===== src/vip_pkg.sv =====
// package: constants, types and helpers for the vectored interrupt controller
`default_nettype none
package vip_pkg;
    localparam int          NUM_SRC        = 32;
    localparam int          NUM_SLOT       = 16;
    localparam int          SRC_W          = 5;
    localparam int          SLOT_W         = 4;
    localparam int          ADDR_W         = 12;
    localparam int          DATA_W         = 32;
    localparam int          WDOG_CHAN      = 0;
    localparam int          SOFT_CHAN      = 1;

    localparam logic [11:0] OFF_IRQ_STATUS = 12'h000;
    localparam logic [11:0] OFF_FIQ_STATUS = 12'h004;
    localparam logic [11:0] OFF_RAW_STATUS = 12'h008;
    localparam logic [11:0] OFF_INT_SELECT = 12'h00c;
    localparam logic [11:0] OFF_INT_ENABLE = 12'h010;
    localparam logic [11:0] OFF_ENABLE_CLR = 12'h014;
    localparam logic [11:0] OFF_SOFT_INT   = 12'h018;
    localparam logic [11:0] OFF_SOFT_CLR   = 12'h01c;
    localparam logic [11:0] OFF_VECT_ADDR  = 12'h030;
    localparam logic [11:0] OFF_DEF_VECT   = 12'h034;
    localparam logic [11:0] OFF_CUR_SLOT   = 12'h038;
    localparam logic [11:0] OFF_SLOT_ADDR  = 12'h100;
    localparam logic [11:0] OFF_SLOT_CNTL  = 12'h200;

    localparam logic [31:0] RST_WORD       = 32'h0000_0000;
    localparam int          CNTL_EN_BIT    = 5;
    localparam int          CUR_ANY_BIT    = 4;

    localparam logic [1:0]  RESP_OKAY      = 2'b00;
    localparam logic [1:0]  RESP_DECERR    = 2'b11;

    typedef struct packed {
        logic             en;
        logic [SRC_W-1:0] src;
    } vip_cntl_t;

    localparam vip_cntl_t   RST_CNTL       = '{en: 1'b0, src: 5'h00};

    typedef struct packed {
        logic [11:0] addr;
        logic [31:0] data;
        logic [3:0]  strb;
    } vip_wr_t;

    typedef enum logic [1:0] {
        WR_COLLECT = 2'b00,
        WR_APPLY   = 2'b01,
        WR_RESP    = 2'b11
    } vip_wr_state_t;

    typedef enum logic [1:0] {
        RD_IDLE  = 2'b00,
        RD_FETCH = 2'b01,
        RD_RESP  = 2'b11
    } vip_rd_state_t;

    // byte-lane merge of a write into an old register value
    function automatic logic [31:0] vip_merge(input logic [31:0] old_v,
                                              input logic [31:0] new_v,
                                              input logic [3:0]  strb);
        logic [31:0] res;
        res = old_v;
        for (int b = 0; b < 4; b++)
        begin
            if (strb[b])
            begin
                res[b*8 +: 8] = new_v[b*8 +: 8];
            end
        end
        return res;
    endfunction

    // true when the address falls in a 16-word slot table at base
    function automatic logic vip_in_table(input logic [11:0] addr,
                                          input logic [11:0] base);
        return (addr[11:6] == base[11:6]) && (addr[1:0] == 2'b00);
    endfunction
endpackage
`default_nettype wire


===== src/vip_slot_arb.sv =====
// slot arbiter: picks the lowest-numbered enabled slot whose source requests
`timescale 1ns/1ps
`default_nettype none
module vip_slot_arb
(
    input  wire logic [31:0]                 i_irq_stat,
    input  wire vip_pkg::vip_cntl_t [15:0]   i_cntl,
    output logic                             o_any,
    output logic [3:0]                       o_idx
);
    logic [15:0] slot_req;

    always_comb
    begin
        for (int n = 0; n < vip_pkg::NUM_SLOT; n++)
        begin
            slot_req[n] = i_cntl[n].en & i_irq_stat[i_cntl[n].src];
        end
    end

    // scan from the lowest priority up so slot 0 wins last
    always_comb
    begin
        o_any = |slot_req;
        o_idx = 4'h0;
        for (int n = vip_pkg::NUM_SLOT - 1; n >= 0; n--)
        begin
            if (slot_req[n])
            begin
                o_idx = n[3:0];
            end
        end
    end
endmodule
`default_nettype wire


===== src/vip_axil_wr.sv =====
// write-channel collector: takes address and data in either order
`timescale 1ns/1ps
`default_nettype none
module vip_axil_wr
(
    input  wire logic            i_sys_clk,
    input  wire logic            i_rst,
    input  wire logic            i_awvalid,
    output logic                 o_awready,
    input  wire logic [11:0]     i_awaddr,
    input  wire logic            i_wvalid,
    output logic                 o_wready,
    input  wire logic [31:0]     i_wdata,
    input  wire logic [3:0]      i_wstrb,
    output logic                 o_bvalid,
    input  wire logic            i_bready,
    output logic [1:0]           o_bresp,
    output vip_pkg::vip_wr_t     o_wr,
    output logic                 o_wr_fire,
    input  wire logic            i_wr_err
);
    vip_pkg::vip_wr_state_t state_r;
    logic                   aw_have_r;
    logic                   w_have_r;
    logic [11:0]            addr_r;
    logic [31:0]            data_r;
    logic [3:0]             strb_r;

    // one driver for the whole carrier struct
    assign o_wr = '{addr: addr_r, data: data_r, strb: strb_r};

    assign o_awready = (state_r == vip_pkg::WR_COLLECT) && !aw_have_r;
    assign o_wready  = (state_r == vip_pkg::WR_COLLECT) && !w_have_r;
    assign o_bvalid  = (state_r == vip_pkg::WR_RESP);
    assign o_wr_fire = (state_r == vip_pkg::WR_APPLY);

    always_ff @(posedge i_sys_clk)
    begin
        if (i_rst)
        begin
            aw_have_r   <= 1'b0;
            addr_r      <= 12'h000;
        end
        else if (i_awvalid && o_awready)
        begin
            aw_have_r   <= 1'b1;
            addr_r      <= i_awaddr;
        end
        else if (o_bvalid && i_bready)
        begin
            aw_have_r   <= 1'b0;
        end
    end

    always_ff @(posedge i_sys_clk)
    begin
        if (i_rst)
        begin
            w_have_r    <= 1'b0;
            data_r      <= vip_pkg::RST_WORD;
            strb_r      <= 4'h0;
        end
        else if (i_wvalid && o_wready)
        begin
            w_have_r    <= 1'b1;
            data_r      <= i_wdata;
            strb_r      <= i_wstrb;
        end
        else if (o_bvalid && i_bready)
        begin
            w_have_r    <= 1'b0;
        end
    end

    always_ff @(posedge i_sys_clk)
    begin
        if (i_rst)
        begin
            state_r <= vip_pkg::WR_COLLECT;
            o_bresp <= vip_pkg::RESP_OKAY;
        end
        else
        begin
            case (state_r)
                vip_pkg::WR_COLLECT:
                begin
                    if (aw_have_r && w_have_r)
                    begin
                        state_r <= vip_pkg::WR_APPLY;
                    end
                end
                vip_pkg::WR_APPLY:
                begin
                    state_r <= vip_pkg::WR_RESP;
                    o_bresp <= i_wr_err ? vip_pkg::RESP_DECERR : vip_pkg::RESP_OKAY;
                end
                vip_pkg::WR_RESP:
                begin
                    if (i_bready)
                    begin
                        state_r <= vip_pkg::WR_COLLECT;
                    end
                end
                default:
                begin
                    state_r <= vip_pkg::WR_COLLECT;
                end
            endcase
        end
    end
endmodule
`default_nettype wire


===== src/vip_vectored_irq_controller.sv =====
// vectored interrupt controller with an AXI4-Lite register slave
//
// The register offsets and the AXI4-Lite slave port were left to the implementer.
`timescale 1ns/1ps
`default_nettype none
module vip_vectored_irq_controller
(
    input  wire logic            i_sys_clk,
    input  wire logic            i_rst,
    input  wire logic [31:0]     i_irq_src,
    output logic                 o_fast_interrupt_request,
    output logic                 o_irq,
    input  wire logic            i_awvalid,
    output logic                 o_awready,
    input  wire logic [11:0]     i_awaddr,
    input  wire logic            i_wvalid,
    output logic                 o_wready,
    input  wire logic [31:0]     i_wdata,
    input  wire logic [3:0]      i_wstrb,
    output logic                 o_bvalid,
    input  wire logic            i_bready,
    output logic [1:0]           o_bresp,
    input  wire logic            i_arvalid,
    output logic                 o_arready,
    input  wire logic [11:0]     i_araddr,
    output logic                 o_rvalid,
    input  wire logic            i_rready,
    output logic [31:0]          o_rdata,
    output logic [1:0]           o_rresp
);
    logic [31:0]                 int_select_r;
    logic [31:0]                 int_enable_r;
    logic                        soft_int_r;
    logic [31:0]                 def_vect_r;
    logic [31:0]                 slot_addr_r [16];
    vip_pkg::vip_cntl_t [15:0]   slot_cntl_r;

    logic [31:0]                 raw_stat;
    logic [31:0]                 fast_stat;
    logic [31:0]                 irq_stat;
    logic                        slot_any;
    logic [3:0]                  slot_idx;
    logic [31:0]                 vect_now;

    vip_pkg::vip_wr_t            wr;
    logic                        wr_fire;
    logic                        wr_err;
    logic [3:0]                  wr_slot;

    vip_pkg::vip_rd_state_t      rd_state_r;
    logic [11:0]                 rd_addr_r;
    logic [31:0]                 rd_word;
    logic                        rd_err;
    logic [3:0]                  rd_slot;

    // register map decode shared by reads and writes
    function automatic logic is_mapped(input logic [11:0] a);
        logic hit;
        hit = 1'b0;
        if (a == vip_pkg::OFF_IRQ_STATUS || a == vip_pkg::OFF_FIQ_STATUS)
        begin
            hit = 1'b1;
        end
        else if (a == vip_pkg::OFF_RAW_STATUS || a == vip_pkg::OFF_INT_SELECT)
        begin
            hit = 1'b1;
        end
        else if (a == vip_pkg::OFF_INT_ENABLE || a == vip_pkg::OFF_ENABLE_CLR)
        begin
            hit = 1'b1;
        end
        else if (a == vip_pkg::OFF_SOFT_INT || a == vip_pkg::OFF_SOFT_CLR)
        begin
            hit = 1'b1;
        end
        else if (a == vip_pkg::OFF_VECT_ADDR || a == vip_pkg::OFF_DEF_VECT)
        begin
            hit = 1'b1;
        end
        else if (a == vip_pkg::OFF_CUR_SLOT)
        begin
            hit = 1'b1;
        end
        else if (vip_pkg::vip_in_table(a, vip_pkg::OFF_SLOT_ADDR))
        begin
            hit = 1'b1;
        end
        else if (vip_pkg::vip_in_table(a, vip_pkg::OFF_SLOT_CNTL))
        begin
            hit = 1'b1;
        end
        return hit;
    endfunction

    // request gathering and classification
    always_comb
    begin
        raw_stat = i_irq_src;
        raw_stat[vip_pkg::SOFT_CHAN] = soft_int_r;
        fast_stat = raw_stat & int_enable_r & int_select_r;
        irq_stat  = raw_stat & int_enable_r & ~int_select_r;
    end

    vip_slot_arb u_slot_arb
    (
        .i_irq_stat (irq_stat),
        .i_cntl     (slot_cntl_r),
        .o_any      (slot_any),
        .o_idx      (slot_idx)
    );

    // winner address or shared default
    assign vect_now = slot_any ? slot_addr_r[slot_idx] : def_vect_r;

    // level outputs, registered, follow their sources each cycle
    always_ff @(posedge i_sys_clk)
    begin
        if (i_rst)
        begin
            o_fast_interrupt_request <= 1'b0;
            o_irq                    <= 1'b0;
        end
        else
        begin
            o_fast_interrupt_request <= |fast_stat;
            o_irq                    <= |irq_stat;
        end
    end

    // write channel
    vip_axil_wr u_axil_wr
    (
        .i_sys_clk  (i_sys_clk),
        .i_rst      (i_rst),
        .i_awvalid  (i_awvalid),
        .o_awready  (o_awready),
        .i_awaddr   (i_awaddr),
        .i_wvalid   (i_wvalid),
        .o_wready   (o_wready),
        .i_wdata    (i_wdata),
        .i_wstrb    (i_wstrb),
        .o_bvalid   (o_bvalid),
        .i_bready   (i_bready),
        .o_bresp    (o_bresp),
        .o_wr       (wr),
        .o_wr_fire  (wr_fire),
        .i_wr_err   (wr_err)
    );

    assign wr_err  = !is_mapped(wr.addr);
    assign wr_slot = wr.addr[5:2];

    // class selection and enables
    always_ff @(posedge i_sys_clk)
    begin
        if (i_rst)
        begin
            int_select_r <= vip_pkg::RST_WORD;
            int_enable_r <= vip_pkg::RST_WORD;
        end
        else if (wr_fire)
        begin
            if (wr.addr == vip_pkg::OFF_INT_SELECT)
            begin
                int_select_r <= vip_pkg::vip_merge(int_select_r, wr.data, wr.strb);
            end
            else if (wr.addr == vip_pkg::OFF_INT_ENABLE)
            begin
                int_enable_r <= int_enable_r
                              | vip_pkg::vip_merge(32'h0000_0000, wr.data, wr.strb);
            end
            else if (wr.addr == vip_pkg::OFF_ENABLE_CLR)
            begin
                int_enable_r <= int_enable_r
                              & ~vip_pkg::vip_merge(32'h0000_0000, wr.data, wr.strb);
            end
        end
    end

    // software-generated request on its reserved channel
    always_ff @(posedge i_sys_clk)
    begin
        if (i_rst)
        begin
            soft_int_r <= 1'b0;
        end
        else if (wr_fire && wr.strb[0])
        begin
            if (wr.addr == vip_pkg::OFF_SOFT_INT && wr.data[vip_pkg::SOFT_CHAN])
            begin
                soft_int_r <= 1'b1;
            end
            else if (wr.addr == vip_pkg::OFF_SOFT_CLR && wr.data[vip_pkg::SOFT_CHAN])
            begin
                soft_int_r <= 1'b0;
            end
        end
    end

    // default handler address
    always_ff @(posedge i_sys_clk)
    begin
        if (i_rst)
        begin
            def_vect_r <= vip_pkg::RST_WORD;
        end
        else if (wr_fire && wr.addr == vip_pkg::OFF_DEF_VECT)
        begin
            def_vect_r <= vip_pkg::vip_merge(def_vect_r, wr.data, wr.strb);
        end
    end

    // slot handler addresses
    always_ff @(posedge i_sys_clk)
    begin
        if (i_rst)
        begin
            for (int n = 0; n < vip_pkg::NUM_SLOT; n++)
            begin
                slot_addr_r[n] <= vip_pkg::RST_WORD;
            end
        end
        else if (wr_fire && vip_pkg::vip_in_table(wr.addr, vip_pkg::OFF_SLOT_ADDR))
        begin
            slot_addr_r[wr_slot] <= vip_pkg::vip_merge(slot_addr_r[wr_slot],
                                                       wr.data, wr.strb);
        end
    end

    // slot control: enable and source number
    always_ff @(posedge i_sys_clk)
    begin
        if (i_rst)
        begin
            for (int n = 0; n < vip_pkg::NUM_SLOT; n++)
            begin
                slot_cntl_r[n] <= vip_pkg::RST_CNTL;
            end
        end
        else if (wr_fire && wr.strb[0]
                 && vip_pkg::vip_in_table(wr.addr, vip_pkg::OFF_SLOT_CNTL))
        begin
            slot_cntl_r[wr_slot].en  <= wr.data[vip_pkg::CNTL_EN_BIT];
            slot_cntl_r[wr_slot].src <= wr.data[vip_pkg::SRC_W-1:0];
        end
    end

    // read channel
    assign o_arready = (rd_state_r == vip_pkg::RD_IDLE);
    assign o_rvalid  = (rd_state_r == vip_pkg::RD_RESP);
    assign rd_slot   = rd_addr_r[5:2];
    assign rd_err    = !is_mapped(rd_addr_r);

    always_comb
    begin
        rd_word = 32'h0000_0000;
        if (rd_addr_r == vip_pkg::OFF_IRQ_STATUS)
        begin
            rd_word = irq_stat;
        end
        else if (rd_addr_r == vip_pkg::OFF_FIQ_STATUS)
        begin
            rd_word = fast_stat;
        end
        else if (rd_addr_r == vip_pkg::OFF_RAW_STATUS)
        begin
            rd_word = raw_stat;
        end
        else if (rd_addr_r == vip_pkg::OFF_INT_SELECT)
        begin
            rd_word = int_select_r;
        end
        else if (rd_addr_r == vip_pkg::OFF_INT_ENABLE)
        begin
            rd_word = int_enable_r;
        end
        else if (rd_addr_r == vip_pkg::OFF_SOFT_INT)
        begin
            rd_word[vip_pkg::SOFT_CHAN] = soft_int_r;
        end
        else if (rd_addr_r == vip_pkg::OFF_VECT_ADDR)
        begin
            rd_word = vect_now;
        end
        else if (rd_addr_r == vip_pkg::OFF_DEF_VECT)
        begin
            rd_word = def_vect_r;
        end
        else if (rd_addr_r == vip_pkg::OFF_CUR_SLOT)
        begin
            rd_word[vip_pkg::CUR_ANY_BIT] = slot_any;
            rd_word[3:0]                  = slot_idx;
        end
        else if (vip_pkg::vip_in_table(rd_addr_r, vip_pkg::OFF_SLOT_ADDR))
        begin
            rd_word = slot_addr_r[rd_slot];
        end
        else if (vip_pkg::vip_in_table(rd_addr_r, vip_pkg::OFF_SLOT_CNTL))
        begin
            rd_word[vip_pkg::CNTL_EN_BIT]    = slot_cntl_r[rd_slot].en;
            rd_word[vip_pkg::SRC_W-1:0]      = slot_cntl_r[rd_slot].src;
        end
    end

    always_ff @(posedge i_sys_clk)
    begin
        if (i_rst)
        begin
            rd_state_r <= vip_pkg::RD_IDLE;
            rd_addr_r  <= 12'h000;
            o_rdata    <= vip_pkg::RST_WORD;
            o_rresp    <= vip_pkg::RESP_OKAY;
        end
        else
        begin
            case (rd_state_r)
                vip_pkg::RD_IDLE:
                begin
                    if (i_arvalid)
                    begin
                        rd_addr_r  <= i_araddr;
                        rd_state_r <= vip_pkg::RD_FETCH;
                    end
                end
                vip_pkg::RD_FETCH:
                begin
                    o_rdata    <= rd_word;
                    o_rresp    <= rd_err ? vip_pkg::RESP_DECERR : vip_pkg::RESP_OKAY;
                    rd_state_r <= vip_pkg::RD_RESP;
                end
                vip_pkg::RD_RESP:
                begin
                    if (i_rready)
                    begin
                        rd_state_r <= vip_pkg::RD_IDLE;
                    end
                end
                default:
                begin
                    rd_state_r <= vip_pkg::RD_IDLE;
                end
            endcase
        end
    end
endmodule
`default_nettype wire


===== config.mk =====
export PLATFORM = sky130hd
export DESIGN_NAME = vip_vectored_irq_controller
export DESIGN_NICKNAME = d
export VERILOG_FILES = /design/src/vip_pkg.sv /design/src/vip_slot_arb.sv /design/src/vip_axil_wr.sv /design/src/vip_vectored_irq_controller.sv
export SDC_FILE = /design/constraint.sdc
export NUM_CORES = 2
export LEC_CHECK = 0
export BUFFER_PORTS_ARGS = -buffer_cell sky130_fd_sc_hd__buf_2
export CAP_MARGIN = 0
export CORE_MARGIN = 2
export CORE_UTILIZATION = 30
export DETAILED_ROUTE_END_ITERATION = 10
export GPL_TIMING_DRIVEN = 0
export PLACE_DENSITY_LB_ADDON = 0.15
export SLEW_MARGIN = 40
export SYNTH_ARGS = -nofsm -noshare
export SYNTH_HDL_FRONTEND = slang
export SYNTH_SLANG_ARGS = --single-unit

===== constraint.sdc =====
create_clock -name i_sys_clk -period 8.2 [get_ports i_sys_clk]
set_input_delay 1.64 -clock i_sys_clk [delete_from_list [all_inputs] [get_ports i_sys_clk]]
set_output_delay 1.64 -clock i_sys_clk [all_outputs]
set_load 0.02 [all_outputs]

* Word level (Yosys, flattened, before mapping)
Memories as Yosys holds them, arrays and structs flattened. A register that Yosys moved wholly into a read port is not among the register bits. Cells that the tools add are included. Widths: inputs -> output; s select.
Cells by class: muxes and demuxes 165, divide/modulo/power cells 0, $add $sub $neg 0, reductions and logical operators 60, shift-type cells 0, bitwise operators 24, multipliers 0, equality and inequality tests 36, magnitude comparators 19
Operators with widths (count):
- $mux 8 | 52
- $mux 32 | 11
- $bwmux 96 | 2
- $and 32x32->32 | 4
- $eq 12x5->1 const B | 8
- $lt 5x6->1 const B | 16
- $reduce_or 32->1 | 3
- $bmux 1 s5 | 16
- $mux 4 | 20
- $eq 12x6->1 const B | 6
- $not 32->32 | 2
- $demux 6 s4 | 2
- $eq 12x4->1 const B | 4
- $mux 1 | 44
- $or 32x32->32 | 1
- $mux 30 | 1
- $mux 27 | 1
- $mux 26 | 1
- $bmux 6 s4 | 1
- $eq 12x3->1 const B | 2
- $logic_not 12->1 | 2
- $mux 6 | 4
- $reduce_and 2->1 | 12
- $logic_and 1x1->1 | 17
- other kinds (20) | 72
Storage, ports and cells: memories 1, ROM bits 0, bits in latches 0, register bits 297, bits of input ports 99, output and inout port bits 43, RAM bits 512
Memory list:
- slot_addr_r | words 16, width 32, read ports 2, clocked after memory_dff 1, write ports 16, RTL line vip_vectored_irq_controller.sv:35 | logic [31:0] slot_addr_r [16];

* Depth between registers and ports, before layout
depth in word-level cells 30, depth in mapped cells 19, gate-level depth less buffers 14

* Hierarchy
From an unflattened synthesis, not the netlist that was laid out.
Second synthesis, totals: cell total of the unflattened synthesis 4125, area, all modules 46911.2 um^2
Modules (own cells, without submodules):
- vip_vectored_irq_controller | seq. area each 20299.5 um^2, area each 40324.9 um^2, times used 1, cells each 3558
- vip_slot_arb | seq. area each 0.0 um^2, area each 4668.2 um^2, times used 1, cells each 331
- vip_axil_wr | seq. area each 1061.0 um^2, area each 1918.1 um^2, times used 1, cells each 236

* Worst setup path before layout
OpenSTA, ideal clock, no wires.
kind input port to flip-flop, start point in i_irq_src[12], end point reg o_rdata[30], stages 16, arrival 4942 ps, path slack 3140 ps, cells stage by stage and3b_1 -> buf_2 -> mux4_2 -> mux4_2 -> o32a_1 -> a21oi_2 -> nand3b_1 -> a311oi_1 -> or2_1 -> buf_6 -> mux4_2 -> nor2b_1 -> a221oi_1 -> a21oi_1 -> o221ai_1 -> nand2_1
Between the ends: cells in the longest elaborated chain, start to end 30, elaborated cells between the ends (all ways) 76, classes of those cells 56 x mux; 18 x bitwise; 1 x reduce/logical; 1 x memory
RTL lines:
- from (decl) | RTL line vip_vectored_irq_controller.sv:10 | input wire logic [31:0] i_irq_src,
- $and 32x32->32 * (2 in series) | RTL line vip_vectored_irq_controller.sv:101 | irq_stat = raw_stat & int_enable_r & ~int_select_r;
- $bmux 1 s5 | RTL line vip_slot_arb.sv:17 | slot_req[n] = i_cntl[n].en & i_irq_stat[i_cntl[n].src];
- $mux 1 (not written as such) | RTL line vip_slot_arb.sv:17
- $and 1x1->1 | RTL line vip_slot_arb.sv:17
- $mux 4 (16 in series) | RTL line vip_slot_arb.sv:28 | if (slot_req[n])
- $mem_v2 16x32
- $mux 32 * | RTL line vip_vectored_irq_controller.sv:113 | assign vect_now = slot_any ? slot_addr_r[slot_idx] : def_vect_r;
- $mux 32 * | RTL line vip_vectored_irq_controller.sv:281 | else if (rd_addr_r == vip_pkg::OFF_VECT_ADDR)
- $mux 30 * | RTL line vip_vectored_irq_controller.sv:277 | else if (rd_addr_r == vip_pkg::OFF_SOFT_INT)
- $mux 32 * | RTL line vip_vectored_irq_controller.sv:273 | else if (rd_addr_r == vip_pkg::OFF_INT_ENABLE)
- $mux 32 * | RTL line vip_vectored_irq_controller.sv:269 | else if (rd_addr_r == vip_pkg::OFF_INT_SELECT)
- $mux 32 * | RTL line vip_vectored_irq_controller.sv:265 | else if (rd_addr_r == vip_pkg::OFF_RAW_STATUS)
- $mux 32 * | RTL line vip_vectored_irq_controller.sv:261 | else if (rd_addr_r == vip_pkg::OFF_FIQ_STATUS)
- $mux 32 * | RTL line vip_vectored_irq_controller.sv:257 | if (rd_addr_r == vip_pkg::OFF_IRQ_STATUS)
- to (signal assigned) | RTL line vip_vectored_irq_controller.sv:311 | o_rdata <= vip_pkg::RST_WORD;
- to (signal assigned) | RTL line vip_vectored_irq_controller.sv:327 | o_rdata <= rd_word;
- to (decl) | RTL line vip_vectored_irq_controller.sv:28 | output logic [31:0] o_rdata,
Every way passes the cells marked *; elsewhere a longest branch is shown, timed or not. The select of a mux whose other input is x is not followed. A chain may end at the register's enable or synchronous reset.

* Worst setup path in the final report
start point in i_irq_src[17], end point reg o_rdata[12]
Same word-level chain as after synthesis.

==> summary.md <==
| Metric | Value |
|---|---|
| Number of H-tree levels | 3 |
| Relative slew margins | 33.44% |
| Final wirelength | 251000 um |
| Setup clock skew after layout | 0.07893 ns |
| Area share of and/or/nand/nor cells after synthesis | 19.93% |
| Post-synth top cells | and2_1, edfxtp_1, nand2_1 |
| Portion of the post-synthesis area used by sequential elements | 44.59% |
| Top-count cell post-synth | and2_1 |
| Number of antenna violations at the first check in global routing | 24 |
| Cells along the critical path | buf_2 -> nand3b_1 -> clkbuf_1 -> mux4_2 -> o21ai_1 -> a211oi_2 -> nor3b_1 -> o2111ai_1 -> a31oi_4 -> buf_6 -> buf_6 -> mux2i_1 -> a2111oi_2 -> o2111ai_1 -> a31oi_1 |
| Fin area | 55120 um2 |
| Std cell rows | 146 |
| Yosys warnings | 0 |
| Total power consumption of the routed design | 10.56 mW |
| Synth Flop Type | edfxtp_1 |
| Area growth syn-to-layout | 15.07% |
| Die height | 403.6 um |
| Quantity of gates resized following cts | 0 |
| DRT Pass-1 Iters | 6 |
| Post-synth top area share | 32.10% |
| Remaining Overflow, GRT | 0 |
| Measured slew at the worst slew-check pin | 0.9953 ns |
| Capturing element type of the critical path | flop |
| Post-synthesis share of cell area spent on full adders, half adders and majority gates | 0% |
| Share of cells above drive strength 1 | 18.95% |
| Post-Synth XOR/XNOR Area | 0% |
| Area contributors post-synth | edfxtp_1, dfxtp_1, mux4_2 |
| Result of the run | complete, no violations |
| Required time at the worst-slack endpoint | 8.81 ns |
| Kind of critical path | in2reg |
| Gr usage total | 30.00% |
| First-iteration detailed-routing DRC count | 6217 |
| Worst-case setup margin in the final layout | 0.6469 ns |
| Maximum clock frequency | 0.1324 GHz |
| Slowest CP cell | a31oi_4 |
| RSZ-0062 raised after global routing | false |
| Routability Congestion | 1.010 |
| Port bufs | 139 |
| Post-detailed-placement cell area | 51590 um2 |
| Core area | 158600 um2 |
| Die Outline Area | 162900 um2 |
| Hold Fails Final Rpt | 0 |
| Post-CTS Hold Fix Bufs | 0 |
| DRC | 0 |
| Seq cells post-synth | 811 |
| Portion of netlist area occupied by mux cells | 20.32% |
| Worst IR Drop VDD | 0.1643 mV |
| Power per cell area | 191.6 nW/um2 |
| Synth Area per Inst | 10.62 um2 |
| Category of cells accounting for the largest share of critical-path delay | compound AO/OA/AOI/OAI gates |
| Startpoint type of the worst setup path | input pin |
| Minimum hold slack | 0.4534 ns |
| Setup violators final | 0 |
| Count of nets left with antenna violations after detail routing | 0 |
| Largest family of logic cells by synthesized area | multiplexers |
| Synth Area in Compound Gates | 11.02% |
| Latest clock arrival within the worst-skew pair | 0.77 ns |
| Synth cell types | 99 |
| Peak fanout along the critical path | 10 |
| Number of vias per cell after detailed routing | 6.064 |
| Arrival @ worst endpoint | 8.16 ns |
| Max cap viols | 0 |
| Effective utilization at floorplan | 30.21% |
| Reg clk slew, reported paths | 0.06 ns |
| CTS Buf Count | 98 |
| Final Max Tran Viols | 0 |
| Largest incremental delay on the critical path | 0.76 ns |
| Die W | 403.6 um |
| Number of vias in the routed layout | 41995 |
| Vias in the first global route | 39714 |
| First-pass GRT wire length | 337000 um |
| Post-CTS Setup Inserts | 0 |
| Cell area after synthesis | 47900 um2 |
| Final period utilization | 92.11% |
| TritonCTS clock tree | done |
| Final setup TNS | 0 ns |
| Async set-or-reset flop fraction in the synthesized netlist | 0% |
| Critical path buffers and inverters | 4 |
| Yosys top cell by area | edfxtp_1 |
| Net Count, Synth | 4608 |
| Total I/O pin count | 142 |
| Number of enable flip-flop cells after synthesis | 512 |
| Average detailed-routed wire length per instance | 36.24 um |
| Post-detailed-placement half-perimeter wirelength | 192000 um |
| Net count of the finished layout | 4857 |
| CTS Root Cell | clkbuf_16 |
| Worst hold path type | reg2reg |
| Worst setup timing slack at the placement stage | 0.3065 ns |
| Bufs on Longest Clock Path | 3 |
| Maximum number of pins on one net before global-route repair | 16 |
| Final critical delay including setup and external delays | 7.553 ns |
| P_leak | 19.04 nW |
| Total clock sinks | 811 |
| Syn Inst Count | 4509 |
==> through the flow <==
step           instances  utilization, %
6_report            6925           34.76
5_1_grt             6912           34.74
4_1_cts             6910           34.70
3_5_place_dp        6728           32.54
3_3_place_gp        6720           32.28
2_1_floorplan       4509               -
==> area by class of cell <==
type / instances / area, um2
fill: 16148 / 103400
antenna: 13 / 32.53
tap: 2072 / 2592
buffer: 408 / 1959
multi-input combinational: 3255 / 24750
sequential: 811 / 21360
inverter: 35 / 131.4
clock inverter: 62 / 789.5
timing repair buffer: 149 / 875.8
clock buffer: 120 / 2636
==> placed cells by master (no fill, tap or decap), types with 23 or more instances in the layout <==
cell | Yosys | routed
a211oi_1 | 109 | 109
a21oi_1 | 281 | 280
a31oi_1 | 62 | 62
and2_1 | 561 | 561
and3b_1 | 29 | 29
buf_2 | 55 | 215
clkbuf_1 | 283 | 229
clkbuf_16 | 0 | 99
clkbuf_2 | 1 | 68
clkinv_2 | 0 | 23
dfxtp_1 | 299 | 299
edfxtp_1 | 512 | 512
inv_1 | 30 | 30
mux2_2 | 28 | 28
mux2i_1 | 358 | 358
mux4_2 | 258 | 258
nand2_1 | 405 | 405
nand3_1 | 136 | 132
nand3b_1 | 35 | 35
nor2_1 | 323 | 289
nor2_2 | 0 | 32
nor2b_1 | 67 | 67
nor3_1 | 26 | 26
o211ai_1 | 37 | 37
o21ai_0 | 90 | 89
o22ai_1 | 42 | 42
or2_2 | 71 | 71
or3_1 | 23 | 23
==> routing by layer <==
layer / routed length, um / GRT usage [%] / up-vias
li1: - / - / 17264
met1: 103400 / 40.63 / 21453
met2: 107600 / 44.64 / 2689
met3: 25180 / 6.880 / 585
met4: 14840 / 15.48 / 4
met5: 28 / 0 / -
==> logic make-up (layout without fill, tap and decap cells) <==
group,after synthesis,after routing
muxes,645,645
and+or+nand+nor,1801,1801
DFF,811,811
AOI/OAI and AO/OA,809,809
other,0,13
buffers and inverters,443,774
==> power breakdown <==
group | internal (mW) | total, mW | switching, mW
sequential | 4.46 | 4.57 | 0.112
combinational | 0.347 | 1.23 | 0.879
clock | 2.74 | 4.76 | 2.02
==> worst register-to-register path, stage by stage, from the launching register on <==
cell	delay (ns)
dfxtp_1	0.43
nand3b_1	0.72
clkbuf_1	0.75
mux4_2	0.40
o21ai_1	0.07
a211oi_2	0.46
nor3b_1	0.40
o2111ai_1	0.34
a31oi_4	0.76
buf_6	0.37
buf_6	0.27
mux2i_1	0.33
a2111oi_2	0.74
o2111ai_1	0.52
a31oi_1	0.31
==> sequential cells by signal, summed over array words and instances (netlist names), 2 cells and up, named ones only <==
| signal | count |
|---|---|
| o_rdata | 32 |
| u_axil_wr.state_r | 2 |
| rd_state_r | 2 |
| int_select_r | 32 |
| u_axil_wr.data_r | 32 |
| u_axil_wr.strb_r | 4 |
| slot_cntl_r | 96 |
| slot_addr_r | 512 |
| u_axil_wr.addr_r | 12 |
| def_vect_r | 32 |
| rd_addr_r | 12 |
==> worst paths after layout <==
check | startpoint | to | slack [ns] | cells after the start
setup / recovery | i_irq_src[17] | o_rdata[12] | 0.65 | 15
hold / removal | u_axil_wr.addr_r[10] | u_axil_wr.addr_r[10] | 0.45 | 2
setup reg to reg | int_select_r[17] | o_rdata[12] | 1.18 | 14
hold reg to reg | u_axil_wr.addr_r[10] | u_axil_wr.addr_r[10] | 0.45 | 2
(Power assumes the default switching activity.)
